==> config.mk <==
export PLATFORM = sky130hd
export DESIGN_NAME = ppp_port
export DESIGN_NICKNAME = d
export VERILOG_FILES = /design/src/ppp_pkg.sv /design/src/ppp_port.sv
export SDC_FILE = /design/constraint.sdc
export NUM_CORES = 1
export LEC_CHECK = 0
export BUFFER_PORTS_ARGS = -buffer_cell sky130_fd_sc_hd__buf_2
export CORE_MARGIN = 10
export CORE_UTILIZATION = 61
export DETAILED_ROUTE_END_ITERATION = 16
export PLACE_DENSITY_LB_ADDON = 0.15
export SETUP_SLACK_MARGIN = 0.05
export SLEW_MARGIN = 10
export SYNTH_ARGS = -nofsm -noshare
export SYNTH_HDL_FRONTEND = slang
export SYNTH_SLANG_ARGS = --single-unit
==> constraint.sdc <==
create_clock -name i_clk_sys -period 6.3 [get_ports i_clk_sys]
set_input_delay 0.63 -clock i_clk_sys [delete_from_list [all_inputs] [get_ports i_clk_sys]]
set_output_delay 0.63 -clock i_clk_sys [all_outputs]
set_load 0.03 [all_outputs]
==> src/ppp_pkg.sv <==
// constants for the parallel absolute position port
package ppp_pkg;
  // word geometry
  localparam int OUT_W = 25;
  localparam int RES_MAX = 13;
  localparam int TURN_MAX = 16;
  localparam int RES_DEF = 13;
  localparam int TURN_DEF = 12;
  // timing
  localparam int CLK_HZ = 100_000_000;
  localparam int PRESET_MIN_MS = 100;
  localparam int PRESET_CYC = (PRESET_MIN_MS * (CLK_HZ / 1000));
  // register byte offsets
  localparam logic [3:0] OFS_POS = 4'h0;
  localparam logic [3:0] OFS_PRESET_VAL = 4'h4;
  localparam logic [3:0] OFS_CFG = 4'h8;
  // reset values
  localparam logic [OUT_W-1:0] PRESET_VAL_RST = 25'h0000000;
  // config register fields
  localparam int CFG_RES_LSB = 0;
  localparam int CFG_TURN_LSB = 8;
  localparam int CFG_GRAY_BIT = 16;
  // preset timer states, gray along the path
  typedef enum logic [1:0] {
    PST_IDLE = 2'b00,
    PST_HOLD = 2'b01,
    PST_DONE = 2'b11
  } ppp_pst_t;
endpackage

==> src/ppp_port.sv <==
// parallel absolute position port with avalon register access
// Notes on behaviour
// [RL1] data outputs are driven only while select is low.
// [RL2] with select high the data outputs are released.
// [RL3] freeze low tracks the live word, freeze high holds the last word.
// [RL4] code rises for clockwise steps with sense low and counter-clockwise steps with sense high.
// [RL5] preset held high at least 100 ms loads the preset value once.
// [RL6] the cover button triggers the same preset as the preset input.
// [RL7] the host ties every control input to a firm level, unused ones low.
// [RL8] the host leaves reserved lines unconnected.
// [RL9] resolution is a parameter of 0 to 13 bits.
// [RL10] turn count is a parameter of 0 to 16 bits.
// [RL11] the word is at most 25 bits and sits contiguously from bit zero.
// [RL12] a 10 by 7 build uses the lowest seventeen outputs only.
// [RL13] turns sit above the angle as one continuous count.
// [RL14] gray or binary code is chosen at build time for the whole word.
//
// Implementation choices: the Avalon-MM interface to the registers and the address map.
`timescale 1ns/10ps
`default_nettype none
module ppp_port #(
  parameter int RES_BITS = ppp_pkg::RES_DEF,
  parameter int TURN_BITS = ppp_pkg::TURN_DEF,
  parameter bit GRAY = 1'b1,
  parameter int PRESET_CYCLES = ppp_pkg::PRESET_CYC
) (
  // clock and reset
  input wire logic i_clk_sys,
  input wire logic i_rst_n,
  input wire logic i_ce,
  // sensor steps
  input wire logic i_step,
  input wire logic i_step_cw,
  // control pins
  input wire logic i_sel_n,
  input wire logic i_freeze,
  input wire logic i_count_ccw,
  input wire logic i_preset_to_value,
  input wire logic i_button,
  // parallel data
  output logic [ppp_pkg::OUT_W-1:0] o_data,
  output logic [ppp_pkg::OUT_W-1:0] o_data_oe,
  // avalon slave
  input wire logic [3:0] i_avs_address,
  input wire logic i_avs_read,
  input wire logic i_avs_write,
  input wire logic [31:0] i_avs_writedata,
  output logic [31:0] o_avs_readdata,
  output logic o_avs_waitrequest
);
  localparam int W = RES_BITS + TURN_BITS; // RL13
  localparam int CW = $clog2(PRESET_CYCLES + 1);
  localparam logic [CW-1:0] CYC_LAST = CW'(PRESET_CYCLES - 1);
  localparam logic [ppp_pkg::OUT_W-1:0] USED_MASK = ppp_pkg::OUT_W'((26'h1 << W) - 26'h1); // RL12

  generate
    if (RES_BITS < 0 || RES_BITS > ppp_pkg::RES_MAX || TURN_BITS < 0 || TURN_BITS > ppp_pkg::TURN_MAX
        || W < 1 || W > ppp_pkg::OUT_W || PRESET_CYCLES < 2) begin : g_bad_cfg // RL9 RL10 RL11
      $error("ppp_port: unsupported word configuration");
    end
  endgenerate

  function automatic logic [ppp_pkg::OUT_W-1:0] code_of(input logic [ppp_pkg::OUT_W-1:0] bin);
    code_of = GRAY ? (bin ^ (bin >> 1)) : bin; // RL14
  endfunction

  // position counter and preset timer
  logic [ppp_pkg::OUT_W-1:0] pos_reg, pos_next;
  logic [ppp_pkg::OUT_W-1:0] preset_val_reg, preset_val_next;
  ppp_pkg::ppp_pst_t pst_reg, pst_next;
  logic [CW-1:0] cnt_reg, cnt_next;
  logic preset_req;
  logic preset_load;

  always_comb begin
    preset_req = i_preset_to_value | i_button; // RL6
    pst_next = pst_reg;
    cnt_next = cnt_reg;
    preset_load = 1'b0;
    pos_next = pos_reg;
    if (i_ce) begin
      case (pst_reg)
        ppp_pkg::PST_IDLE: begin
          if (preset_req) begin
            pst_next = ppp_pkg::PST_HOLD;
            cnt_next = CW'(1);
          end
        end
        ppp_pkg::PST_HOLD: begin
          if (!preset_req) begin
            pst_next = ppp_pkg::PST_IDLE;
          end else if (cnt_reg == CYC_LAST) begin
            pst_next = ppp_pkg::PST_DONE; // RL5
            preset_load = 1'b1;
          end else begin
            cnt_next = cnt_reg + CW'(1);
          end
        end
        ppp_pkg::PST_DONE: begin
          if (!preset_req) begin
            pst_next = ppp_pkg::PST_IDLE;
          end
        end
        default: begin
          pst_next = ppp_pkg::PST_IDLE;
        end
      endcase
      if (preset_load) begin
        pos_next = preset_val_reg & USED_MASK; // RL5
      end else if (i_step) begin
        if (i_step_cw ^ i_count_ccw) begin // RL4
          pos_next = (pos_reg + 25'h1) & USED_MASK; // RL13
        end else begin
          pos_next = (pos_reg - 25'h1) & USED_MASK;
        end
      end
    end
  end

  // output word and drive enables
  logic [ppp_pkg::OUT_W-1:0] out_reg, out_next;
  logic [ppp_pkg::OUT_W-1:0] oe_reg, oe_next;

  always_comb begin
    out_next = out_reg;
    oe_next = oe_reg;
    if (i_ce) begin
      if (!i_freeze) begin
        out_next = code_of(pos_reg) & USED_MASK; // RL3 RL11
      end
      oe_next = i_sel_n ? '0 : USED_MASK; // RL1 RL2
    end
  end

  assign o_data = out_reg;
  assign o_data_oe = oe_reg;

  // avalon register access
  logic ack_reg, ack_next;
  logic [31:0] rdata_reg, rdata_next;
  logic bus_req;
  logic bus_done;

  always_comb begin
    bus_req = i_avs_read | i_avs_write;
    bus_done = ack_reg & i_ce;
    ack_next = ack_reg;
    rdata_next = rdata_reg;
    preset_val_next = preset_val_reg;
    if (i_ce) begin
      ack_next = bus_req & ~ack_reg;
      if (bus_req && !ack_reg && i_avs_read) begin
        case ({i_avs_address[3:2], 2'b00})
          ppp_pkg::OFS_POS: rdata_next = 32'(pos_reg);
          ppp_pkg::OFS_PRESET_VAL: rdata_next = 32'(preset_val_reg);
          ppp_pkg::OFS_CFG: begin
            rdata_next = 32'h0;
            rdata_next[ppp_pkg::CFG_RES_LSB +: 5] = 5'(RES_BITS);
            rdata_next[ppp_pkg::CFG_TURN_LSB +: 5] = 5'(TURN_BITS);
            rdata_next[ppp_pkg::CFG_GRAY_BIT] = GRAY;
          end
          default: rdata_next = 32'h0;
        endcase
      end
      if (bus_done && i_avs_write && ({i_avs_address[3:2], 2'b00} == ppp_pkg::OFS_PRESET_VAL)) begin
        preset_val_next = i_avs_writedata[ppp_pkg::OUT_W-1:0] & USED_MASK;
      end
    end
  end

  assign o_avs_waitrequest = bus_req & ~bus_done;
  assign o_avs_readdata = rdata_reg;

  always_ff @(posedge i_clk_sys or negedge i_rst_n) begin
    if (!i_rst_n) begin
      pst_reg <= ppp_pkg::PST_IDLE;
      cnt_reg <= '0;
      pos_reg <= ppp_pkg::PRESET_VAL_RST;
      preset_val_reg <= ppp_pkg::PRESET_VAL_RST;
      out_reg <= '0;
      oe_reg <= '0;
      ack_reg <= 1'b0;
      rdata_reg <= 32'h0;
    end else begin
      pst_reg <= pst_next;
      cnt_reg <= cnt_next;
      pos_reg <= pos_next;
      preset_val_reg <= preset_val_next;
      out_reg <= out_next;
      oe_reg <= oe_next;
      ack_reg <= ack_next;
      rdata_reg <= rdata_next;
    end
  end

  // helper: consecutive cycles of preset request, saturating
  logic [CW-1:0] hi_cnt_reg, hi_cnt_next;
  always_comb begin
    hi_cnt_next = hi_cnt_reg;
    if (i_ce) begin
      if (!preset_req) begin
        hi_cnt_next = '0;
      end else if (hi_cnt_reg != CYC_LAST) begin
        hi_cnt_next = hi_cnt_reg + CW'(1);
      end
    end
  end

  always_ff @(posedge i_clk_sys or negedge i_rst_n) begin
    if (!i_rst_n) begin
      hi_cnt_reg <= '0;
    end else begin
      hi_cnt_reg <= hi_cnt_next;
    end
  end

  property p_drive_on;
    @(posedge i_clk_sys) disable iff (!i_rst_n) (i_ce && !i_sel_n) |=> (o_data_oe == USED_MASK);
  endproperty
  a_drive_on: assert property (p_drive_on) else $error("outputs not driven with select low"); // RL1

  property p_drive_off;
    @(posedge i_clk_sys) disable iff (!i_rst_n) (i_ce && i_sel_n) |=> (o_data_oe == '0);
  endproperty
  a_drive_off: assert property (p_drive_off) else $error("outputs driven with select high"); // RL2

  property p_hold;
    @(posedge i_clk_sys) disable iff (!i_rst_n) (i_freeze || !i_ce) |=> $stable(o_data);
  endproperty
  a_hold: assert property (p_hold) else $error("frozen word changed"); // RL3

  property p_track;
    @(posedge i_clk_sys) disable iff (!i_rst_n)
      (i_ce && !i_freeze) ##1 (i_ce && !i_freeze) |=> (o_data == (code_of($past(pos_next, 2)) & USED_MASK));
  endproperty
  a_track: assert property (p_track) else $error("output word does not track position"); // RL3

  property p_count_sense;
    @(posedge i_clk_sys) disable iff (!i_rst_n)
      (i_ce && i_step && !preset_load && (i_step_cw ^ i_count_ccw)) |=> (pos_reg == (($past(pos_reg) + 25'h1) & USED_MASK));
  endproperty
  a_count_sense: assert property (p_count_sense) else $error("count sense wrong"); // RL4

  property p_preset_time;
    @(posedge i_clk_sys) disable iff (!i_rst_n) preset_load |-> (hi_cnt_reg == CYC_LAST);
  endproperty
  a_preset_time: assert property (p_preset_time) else $error("preset loaded too early"); // RL5

  property p_preset_value;
    @(posedge i_clk_sys) disable iff (!i_rst_n) preset_load |=> (pos_reg == ($past(preset_val_reg) & USED_MASK));
  endproperty
  a_preset_value: assert property (p_preset_value) else $error("preset value not loaded"); // RL5

  property p_button;
    @(posedge i_clk_sys) disable iff (!i_rst_n)
      (i_ce && i_button && hi_cnt_reg == CYC_LAST && pst_reg != ppp_pkg::PST_DONE) |-> preset_load;
  endproperty
  a_button: assert property (p_button) else $error("button did not preset"); // RL6

  property p_upper_zero;
    @(posedge i_clk_sys) disable iff (!i_rst_n) ((o_data & ~USED_MASK) == '0) && ((o_data_oe & ~USED_MASK) == '0);
  endproperty
  a_upper_zero: assert property (p_upper_zero) else $error("unused outputs active"); // RL11 RL12

  property p_gray_step;
    @(posedge i_clk_sys) disable iff (!i_rst_n)
      (GRAY && i_ce && !i_freeze && $past(i_ce) && !$past(i_freeze) && $changed(pos_reg) && !$past(preset_load))
      |=> ($countones(o_data ^ $past(o_data)) == 1);
  endproperty
  a_gray_step: assert property (p_gray_step) else $error("gray word moved more than one bit"); // RL14
endmodule // ppp_port
`default_nettype wire

* Word level (Yosys, flattened, before mapping) *
Index checks and enable logic that the tools add are counted.

storage, ports and cells
  bits of input ports = 48
  register bits = 159
  logic and storage cells = 64

cells by class
  eq/ne operators = 10
  $add $sub $neg = 3
  muxes and demuxes = 18
  reductions and logical operators = 15
  bitwise logic cells = 10

operator list
  kind                                                number
  two-way mux 25 bit                                  4
  case mux 25 bit (3 select lines)                    1
  two-way mux 24 bit                                  3
  case mux 24 bit (2 select lines)                    1
  adder 25 x 1 -> 25 bit, second input constant       1
  subtractor 25 x 1 -> 25 bit, second input constant  1
  XOR 25 x 24 -> 25 bit                               1
  adder 24 x 1 -> 24 bit, second input constant       1
  == test 24 bit, second input constant               1
  two-way mux 2 bit                                   4
  != test 2 bit, second input constant                4
  AND reduction 2 bit                                 4
  case mux 2 bit (3 select lines)                     1
  AND reduction 5 bit                                 1
  == test 2 x 1 -> 1 bit, second input constant       2
  == test 2 bit, second input constant                2
  logical AND 1 bit                                   4
  zero test 2 bit                                     2
  two-way mux 1 bit                                   4
  AND reduction 4 bit                                 1
  nonzero test 2 bit                                  2
  bitwise AND 1 bit                                   3
  != test 3 bit, second input constant                1
  inverter 1 bit                                      3
  other kinds (3)                                     4

* Longest topological paths before layout *
Gate-level depths: netlist of run 1.

  depth in word-level cells = 7
  gate-level depth with buffers = 13
  mapped depth without buffers = 10

* Least setup slack after synthesis of run 1 *
OpenSTA, ideal clock, no wires.

  kind = input -> register
  start point = in i_count_ccw
  end point = reg pos_reg[16] in the netlist's numbering
  data required time = 6.231 ns
  cell stages on the path = 13
  path slack = 3.077 ns
  arrival = 3.154 ns
  buffers on the path = 3
  path through = xor2_1 > buf_4 > buf_4 > buf_2 > xnor2_1 > ha_1 > and4_1 > a21oi_1 > o22a_1 > nor2_1 > mux2i_1 > mux2_2 > nand3_1

between the ends
  cells in the longest elaborated chain, start to end = 4

ends and longest elaborated chain
  item                  RTL line         source
  start, declared       ppp_port.sv:37   input wire logic i_count_ccw,
  XOR 1 bit             ppp_port.sv:111  if (i_step_cw ^ i_count_ccw) begin
  two-way mux 25 bit    ppp_port.sv:111
  two-way mux 25 bit    ppp_port.sv:110  end else if (i_step) begin
  two-way mux 25 bit    ppp_port.sv:108  if (preset_load) begin
  end signal, assigned  ppp_port.sv:178  pos_reg <= ppp_pkg::PRESET_VAL_RST;
  end signal, assigned  ppp_port.sv:187  pos_reg <= pos_next;
  end, declared         ppp_port.sv:68   logic [ppp_pkg::OUT_W-1:0] pos_reg, pos_next;

Every way passes these cells. The select of a mux whose other input is x is not followed.
A chain may end at the register's enable or synchronous reset.

* Worst setup path in the final report of run 1 *
  start point = in i_count_ccw
  end point = reg pos_reg[24] in the netlist's numbering

The elaborated chain is that of the path after synthesis.

==> metrics.md, run 1 <==
| Metric | Value |
|---|---|
| Drt first pass iters | 5 |
| Top post-synthesis cells by count | dfrtp_1 (128), nand2_1 (89), o21ai_0 (71), nor2_1 (58), clkbuf_1 (45) |
| R2r worst-path depth | 6 |
| Power Density | between 300 and 400 nW/um^2 |
| Overall routed net length | 18800 um |
| Clk pwr share | 0.309 |
| Io pins | approximately 130 |
| Final setup violation count | 0 |
| Post-synth EDFFs | 0 |
| DRC violations left | 0 |
| Sequential share of the synthesized area | 0.441 |
| Fin crit period | 2.95 ns |
| Relative slew margins | 0.333 |
| Iter 0 DRT Violations | 546 |
| Vias in the first global route | 5955 |
| CP Capture Type | flip-flop |
| Sequential cell fraction of total power | 0.399 |
| HP Class | in2async |
| Crit Path Class | in2reg |
| Internal power | between 2 and 2.5 mW |
| Clock skew | 0.00770 ns |
| Hold-fix buffers, CTS | 0 |
| Most used cell, CP | o22a_1 |
| Cell Area, Synth | 7260 sq um |
| Synth top area cells | dfrtp_1 (44%), o21ai_0 (4.9%), nand2_1 (4.6%) |
| # resized after CTS | 0 |
| Post-layout util | 0.713 |
| CTS buffer count | 17 |
| Grt total ovfl | 0 |
| Leakage power | 3.75 nW |
| CTS max path bufs | 2 |
| Final hold violations | 0 |
| I/O Buffers | 114 |
| Worst-path clk slew | 0.06 ns |
| Post-synth ARST share | 1.00 |
| CP max stage delay | ~0.35 ns |
| Chip height | 129 um |
| Final Power | 3.27 mW |
| Initial antenna violation count | 0 |
| Worst vdd ir | 0.267 mV |
| # H-tree levels | 4 |
| Crit Reg-Reg Startpoint | cnt_reg[11]$_DFFE_PN0P_ |
| CP Launch Type | primary input |
| Yosys warns | 0 |
| Fmax | between 300 and 400 MHz |
| Die area | 16700 sq um |
| Detailed-route via count | 6136 |
| RSZ-0062 raised after global routing | no |
| Synth top area share | 0.441 |
| Top cell type by total area after synthesis | dfrtp_1 |
| Synth Instances | ~800 |
| Post-DR vias/cell | 6.09 |
| Setup slack after placement | 3.01 ns |
| Worst R2R End | pos_reg[23]$_DFFE_PN0P_ |
| Average wire per standard cell | 18.6 um |
| Sw Share | 0.378 |
| Top_reg_cell synth | dfrtp_1 |
| Core Rows | 39 |
| Library cells used by synthesis | 64 |
| Final nets | ~900 |
| Tcrit/Tclk final | 0.468 |
| GRT Util Overall | 0.230 |
| Crit path cell chain | buf_2 -> xor2_2 -> buf_4 -> xnor2_1 -> ha_1 -> and4_1 -> a21oi_1 -> o22a_1 -> nor3_2 -> mux2i_1 -> a31oi_1 -> o22a_1 |
| HPWL after detailed placement | 13200 um |
| Antenna viol nets, final | 0 |
| Core area | between 10000 and 15000 sq um |
| Worst Tran Pin Value | 0.995 ns |
| Outcome | finished clean |
| Mean Syn Cell Area | 9.06 sq um |
| Family with the most delay on the worst path | compound AO/OA/AOI/OAI gates |
| Largest net degree at the start of global routing | 78 |
| Chip Width | 129 um |
| Crit-path slowest cell | buf_4 |
| Max-cap violations | 0 |
| Final Wtd Congestion | 0.861 |
| CTS Sinks | 128 |
| Layout cells sized above 1 | 0.223 |
| Max-slew violations | 0 |
| P_sw | approximately 1.2 mW |
| Synthesized flop and latch total | 128 |
| Critical path peak fanout | 33 |
| Setup_tns | 0 ns |
| First-pass GRT wire length | 30700 um |
| Clock Latency Late Sink | 0.42 ns |
| CP bufs+invs | 2 |
| # diodes | 0 |
| Setup bufs post-CTS | 0 |
| Setup slack after layout | 3.35 ns |
| Starting Density | 0.630 |
| Worst EP required | roughly 6.6 ns |
| P&R area growth vs syn | 13.1% |
| Register-to-register setup slack | between 3 and 4 ns |
| CTS tree | yes |
| Share of total power in combinational logic | 0.291 |
| Most common cell in the synthesized netlist | dfrtp_1 |
| Final-layout fill cell count | 900 |
| CTS Root Cell | clkbuf_16 |
| Arrival time worst endpoint | 3.26 ns |
cells by family (layout without fill, tap and decap cells):
kind of cell | count (synthesis) | after routing | synth area share
AOI/OAI and AO/OA | 170 | 170 | 0.139
muxes | 56 | 56 | 0.0814
other | 1 | 7 | 0.000517
adders and majority gates | 2 | 2 | 0.00345
and+or+nand+nor | 284 | 284 | 0.198
buffers and inverters | 113 | 171 | 0.0790
xor gates and xnor gates | 47 | 47 | 0.0567
DFF | 128 | 128 | 0.441
final cells by class:
class	instances	area, sq um	share of cell area
Multi-Input combinational cell	566	3520	0.429
Sequential cell	128	3200	0.390
Timing Repair Buffer	122	633	0.0771
Clock buffer	19	433	0.0527
Tap cell	143	179	0.0218
Clock inverter	12	168	0.0204
Inverter	18	67.6	0.00823
power groups by stage:
stage	Combinational [mW]	Sequential [mW]	Clock [mW]
3_5_place_dp	0.949	1.31	0
4_1_cts	0.958	1.29	1.02
5_1_grt	1.05	1.34	1.06
2_1_floorplan	0.658	1.32	0
6_report	0.953	1.31	1.01
3_3_place_gp	0.921	1.29	0
how the worst max path moves through the flow:
stage,startpoint,to,slack (ns),depth (start not counted)
final,i_count_ccw,pos_reg[24]$_DFFE_PN0P_,3.35,12
after floorplan,i_count_ccw,pos_reg[16]$_DFFE_PN0P_,3.08,13
after global placement,i_count_ccw,pos_reg[20]$_DFFE_PN0P_,3.04,12
after global routing,i_count_ccw,pos_reg[20]$_DFFE_PN0P_,3.17,12
after CTS,i_count_ccw,pos_reg[20]$_DFFE_PN0P_,3.43,12
after detailed placement,i_count_ccw,pos_reg[20]$_DFFE_PN0P_,3.01,12
worst reg2reg max path, delay by kind of cell (launching register included):
kind,cells,cell delay [ns]
simple gates,5,2.08
flops,1,0.44
mux,1,0.18
placed cells by master (no fill, tap or decap), types with 7 or more instances in the layout:
master     count
nor3_1        19
o22ai_1        7
inv_1         18
nand2_1       89
nand4_1       17
a21oi_1       34
or3_1          9
xor2_1        17
o21ai_0       71
clkbuf_16     17
conb_1         7
dfrtp_1      128
and3_1        13
nor4_1         7
xnor2_1       29
nor2_1        56
o31ai_1       19
nand3_1       31
buf_4          9
o21ai_1        7
buf_2        113
mux2_2        24
mux2i_1       32
routing by layer:
metal / up-vias / GRT usage / share of wire
li1: 2880 / - / -
met1: 2927 / 0.320 / 0.45
met2: 308 / 0.333 / 0.43
met3: 21 / 0.0710 / 0.11
met4: 0 / 0.0796 / 0.014
met5: - / 0 / 0
stage by stage:
stage | std cells | area [sq um] | hold WS (ns)
2_1_floorplan | 807 | 7280 | 0.334
3_3_place_gp | 977 | 7600 | 0.454
3_5_place_dp | 977 | 7600 | 0.466
5_1_grt | 1008 | 8210 | 0.383
6_report | 1008 | 8210 | 0.357
4_1_cts | 1008 | 8210 | 0.372
No activity file was read; power rests on OpenSTA's default activity.
==> inputs of run 2 (changes only) <==
--- a/config.mk
+++ b/config.mk
@@ -7,7 +7,7 @@
 export LEC_CHECK = 0
 export BUFFER_PORTS_ARGS = -buffer_cell sky130_fd_sc_hd__buf_2
 export CORE_MARGIN = 10
-export CORE_UTILIZATION = 61
+export CORE_UTILIZATION = 51
 export DETAILED_ROUTE_END_ITERATION = 16
 export PLACE_DENSITY_LB_ADDON = 0.15
 export SETUP_SLACK_MARGIN = 0.05
==> constraint.sdc (replaced) <==
create_clock -name i_clk_sys -period 2.7 [get_ports i_clk_sys]
set_input_delay 0.27 -clock i_clk_sys [delete_from_list [all_inputs] [get_ports i_clk_sys]]
set_output_delay 0.27 -clock i_clk_sys [all_outputs]
set_load 0.03 [all_outputs]
==> metrics.md, run 2 (synthesis results as in run 1) <==
| Metric | Value |
|---|---|
| Outcome | finished clean |
| RSZ-0062 raised after global routing | no |
| Critical path peak fanout | 6 |
| Core area | 13900 sq um |
| Commonest non-fill, non-tap cells in the layout | dfrtp_1 (128), buf_2 (113), nand2_1 (89), o21ai_0 (71), nor2_1 (55) |
| Final nets | 926 |
| Crit Path Class | reg2reg |
| Iter 0 DRT Violations | 582 |
| Worst hold start | i_sel_n |
| HP Class | in2reg |
| Layout cells sized above 1 | 0.246 |
| Register-to-register setup slack | ~0.22 ns |
| Antenna viol nets, final | 0 |
| GRT Util Overall | 0.197 |
| Power Density | 898 nW/um^2 |
| CTS Root Cell | clkbuf_16 |
| First-pass GRT wire length | 31700 um |
| CTS max path bufs | 2 |
| Final Non-Filler Cells | 1069 |
| Io pins | 131 |
| Clock skew | 0.00792 ns |
| Final hold violations | 0 |
| CTS buffer count | 17 |
| Min-Delay Path Depth | 2 |
| CP Launch Type | flip-flop |
| Fin crit period | 2.48 ns |
| P&R area growth vs syn | 16.1% |
| CP Capture Type | flip-flop |
| Chip height | approximately 140 um |
| Final setup violation count | 0 |
| Detailed-route via count | ~6100 |
| Worst vdd ir | between 0.4 and 0.5 mV |
| Hold Path Sink | o_data_oe[23]$_DFFE_PN0P_ |
| Drt first pass iters | 5 |
| Average wire per standard cell | 18.0 um |
| CTS tree | yes |
| Arrival time worst endpoint | between 2 and 3 ns |
| R2r worst-path depth | 9 |
| Initial antenna violation count | 0 |
| Max-cap violations | 0 |
| Relative slew margins | 0.442 |
| Worst-path clk slew | 0.06 ns |
| Worst Tran Pin Value | 0.836 ns |
| Clock Latency Late Sink | 0.43 ns |
| Final Wtd Congestion | just under 1 |
| DP Cell Count | 1036 |
| Tcrit/Tclk final | 0.919 |
| Starting Density | 0.521 |
| Most common cell after layout, fill and taps aside | dfrtp_1 |
| Fmax | 403 MHz |
| Worst EP required | 3.02 ns |
| WHS | about 0.012 ns |
| Core Rows | 43 |
| Grt total ovfl | 0 |
| Die area | 19400 sq um |
| Largest net degree at the start of global routing | 77 |
| I/O Buffers | roughly 110 |
| Chip Width | roughly 140 um |
| HPWL after detailed placement | ~14000 um |
| # H-tree levels | 4 |
| Overall routed net length | between 15000 and 20000 um |
| Setup bufs post-CTS | 0 |
| Leakage power | 3.84 nW |
| Crit Reg-Reg Startpoint | pos_reg[1]$_DFFE_PN0P_ |
| Post-layout util | 0.605 |
| Post-DR vias/cell | 5.72 |
| CTS Sinks | 128 |
| Worst R2R End | pos_reg[24]$_DFFE_PN0P_ |
| Setup_tns | 0 ns |
| DRC violations left | 0 |
| # diodes | 0 |
| CP Launch Point | pos_reg[1]$_DFFE_PN0P_ |
| Vias in the first global route | between 6000 and 7000 |
| Max-slew violations | 0 |
run 2: cell types whose count changed in the layout (fill, tap and decap cells not counted), sizes merged:
cell         before  now
buf             122  144
bufinv            4    1
clkbuf           19   22
dlygate4sd3       0    1
inv              18   19
run 2: timing repair:
action	CTS	global route
resized for setup	0	1
endpoints found under the hold margin	34	0
setup endpoints to repair	0	8
hold buffers	1	0
run 2: where the power goes:
group	total (mW)	leakage [nW]	switching, mW	internal (mW)
combinational	2.52	1.96	1.59	0.933
clock	2.15	0.266	0.843	1.30
sequential	2.90	1.62	0.503	2.40
run 2: routing by layer:
metal	part of all wire	global-route usage
met5	0	0
met3	0.088	0.0646
met2	0.42	0.272
met4	0.014	0.0577
met1	0.48	0.285
run 2: area by class of cell:
cell class	instances	area, sq um
clock buffer	22	464
clock inverter	10	86.3
fill	1222	5510
inverter	18	67.6
multi-input combinational	566	3550
sequential	128	3200
tap	180	225
timing repair buffer	145	833
run 2: worst max-delay path by stage:
stage / end / cells after the start
3_5_place_dp: pos_reg[24]$_DFFE_PN0P_ / 11
4_1_cts: cnt_reg[22]$_DFFE_PN0P_ / 7
6_report: pos_reg[24]$_DFFE_PN0P_ / 9
2_1_floorplan: pos_reg[24]$_DFFE_PN0P_ / 13
3_3_place_gp: pos_reg[24]$_DFFE_PN0P_ / 11
5_1_grt: cnt_reg[5]$_DFFE_PN0P_ / 7
run 2: through the flow:
stage | area (sq um) | total power, mW | worst slack (ns)
6_report | 8430 | 7.57 | 0.219
5_1_grt | 8430 | 8.02 | 0.0645
4_1_cts | 8420 | 7.61 | 0.225
3_5_place_dp | 7860 | 5.43 | 0.0418
3_3_place_gp | 7860 | 5.33 | 0.102
2_1_floorplan | 7310 | 4.64 | 0.0521
run 2: worst max-delay path: stages, from the launching register on:
cell	delay [ns]
dfrtp_1	0.39
xnor2_1	0.25
ha_2	0.28
and4_4	0.27
a21oi_1	0.07
o22a_1	0.21
nor3_2	0.32
mux2i_1	0.30
a31oi_1	0.11
o22a_1	0.19
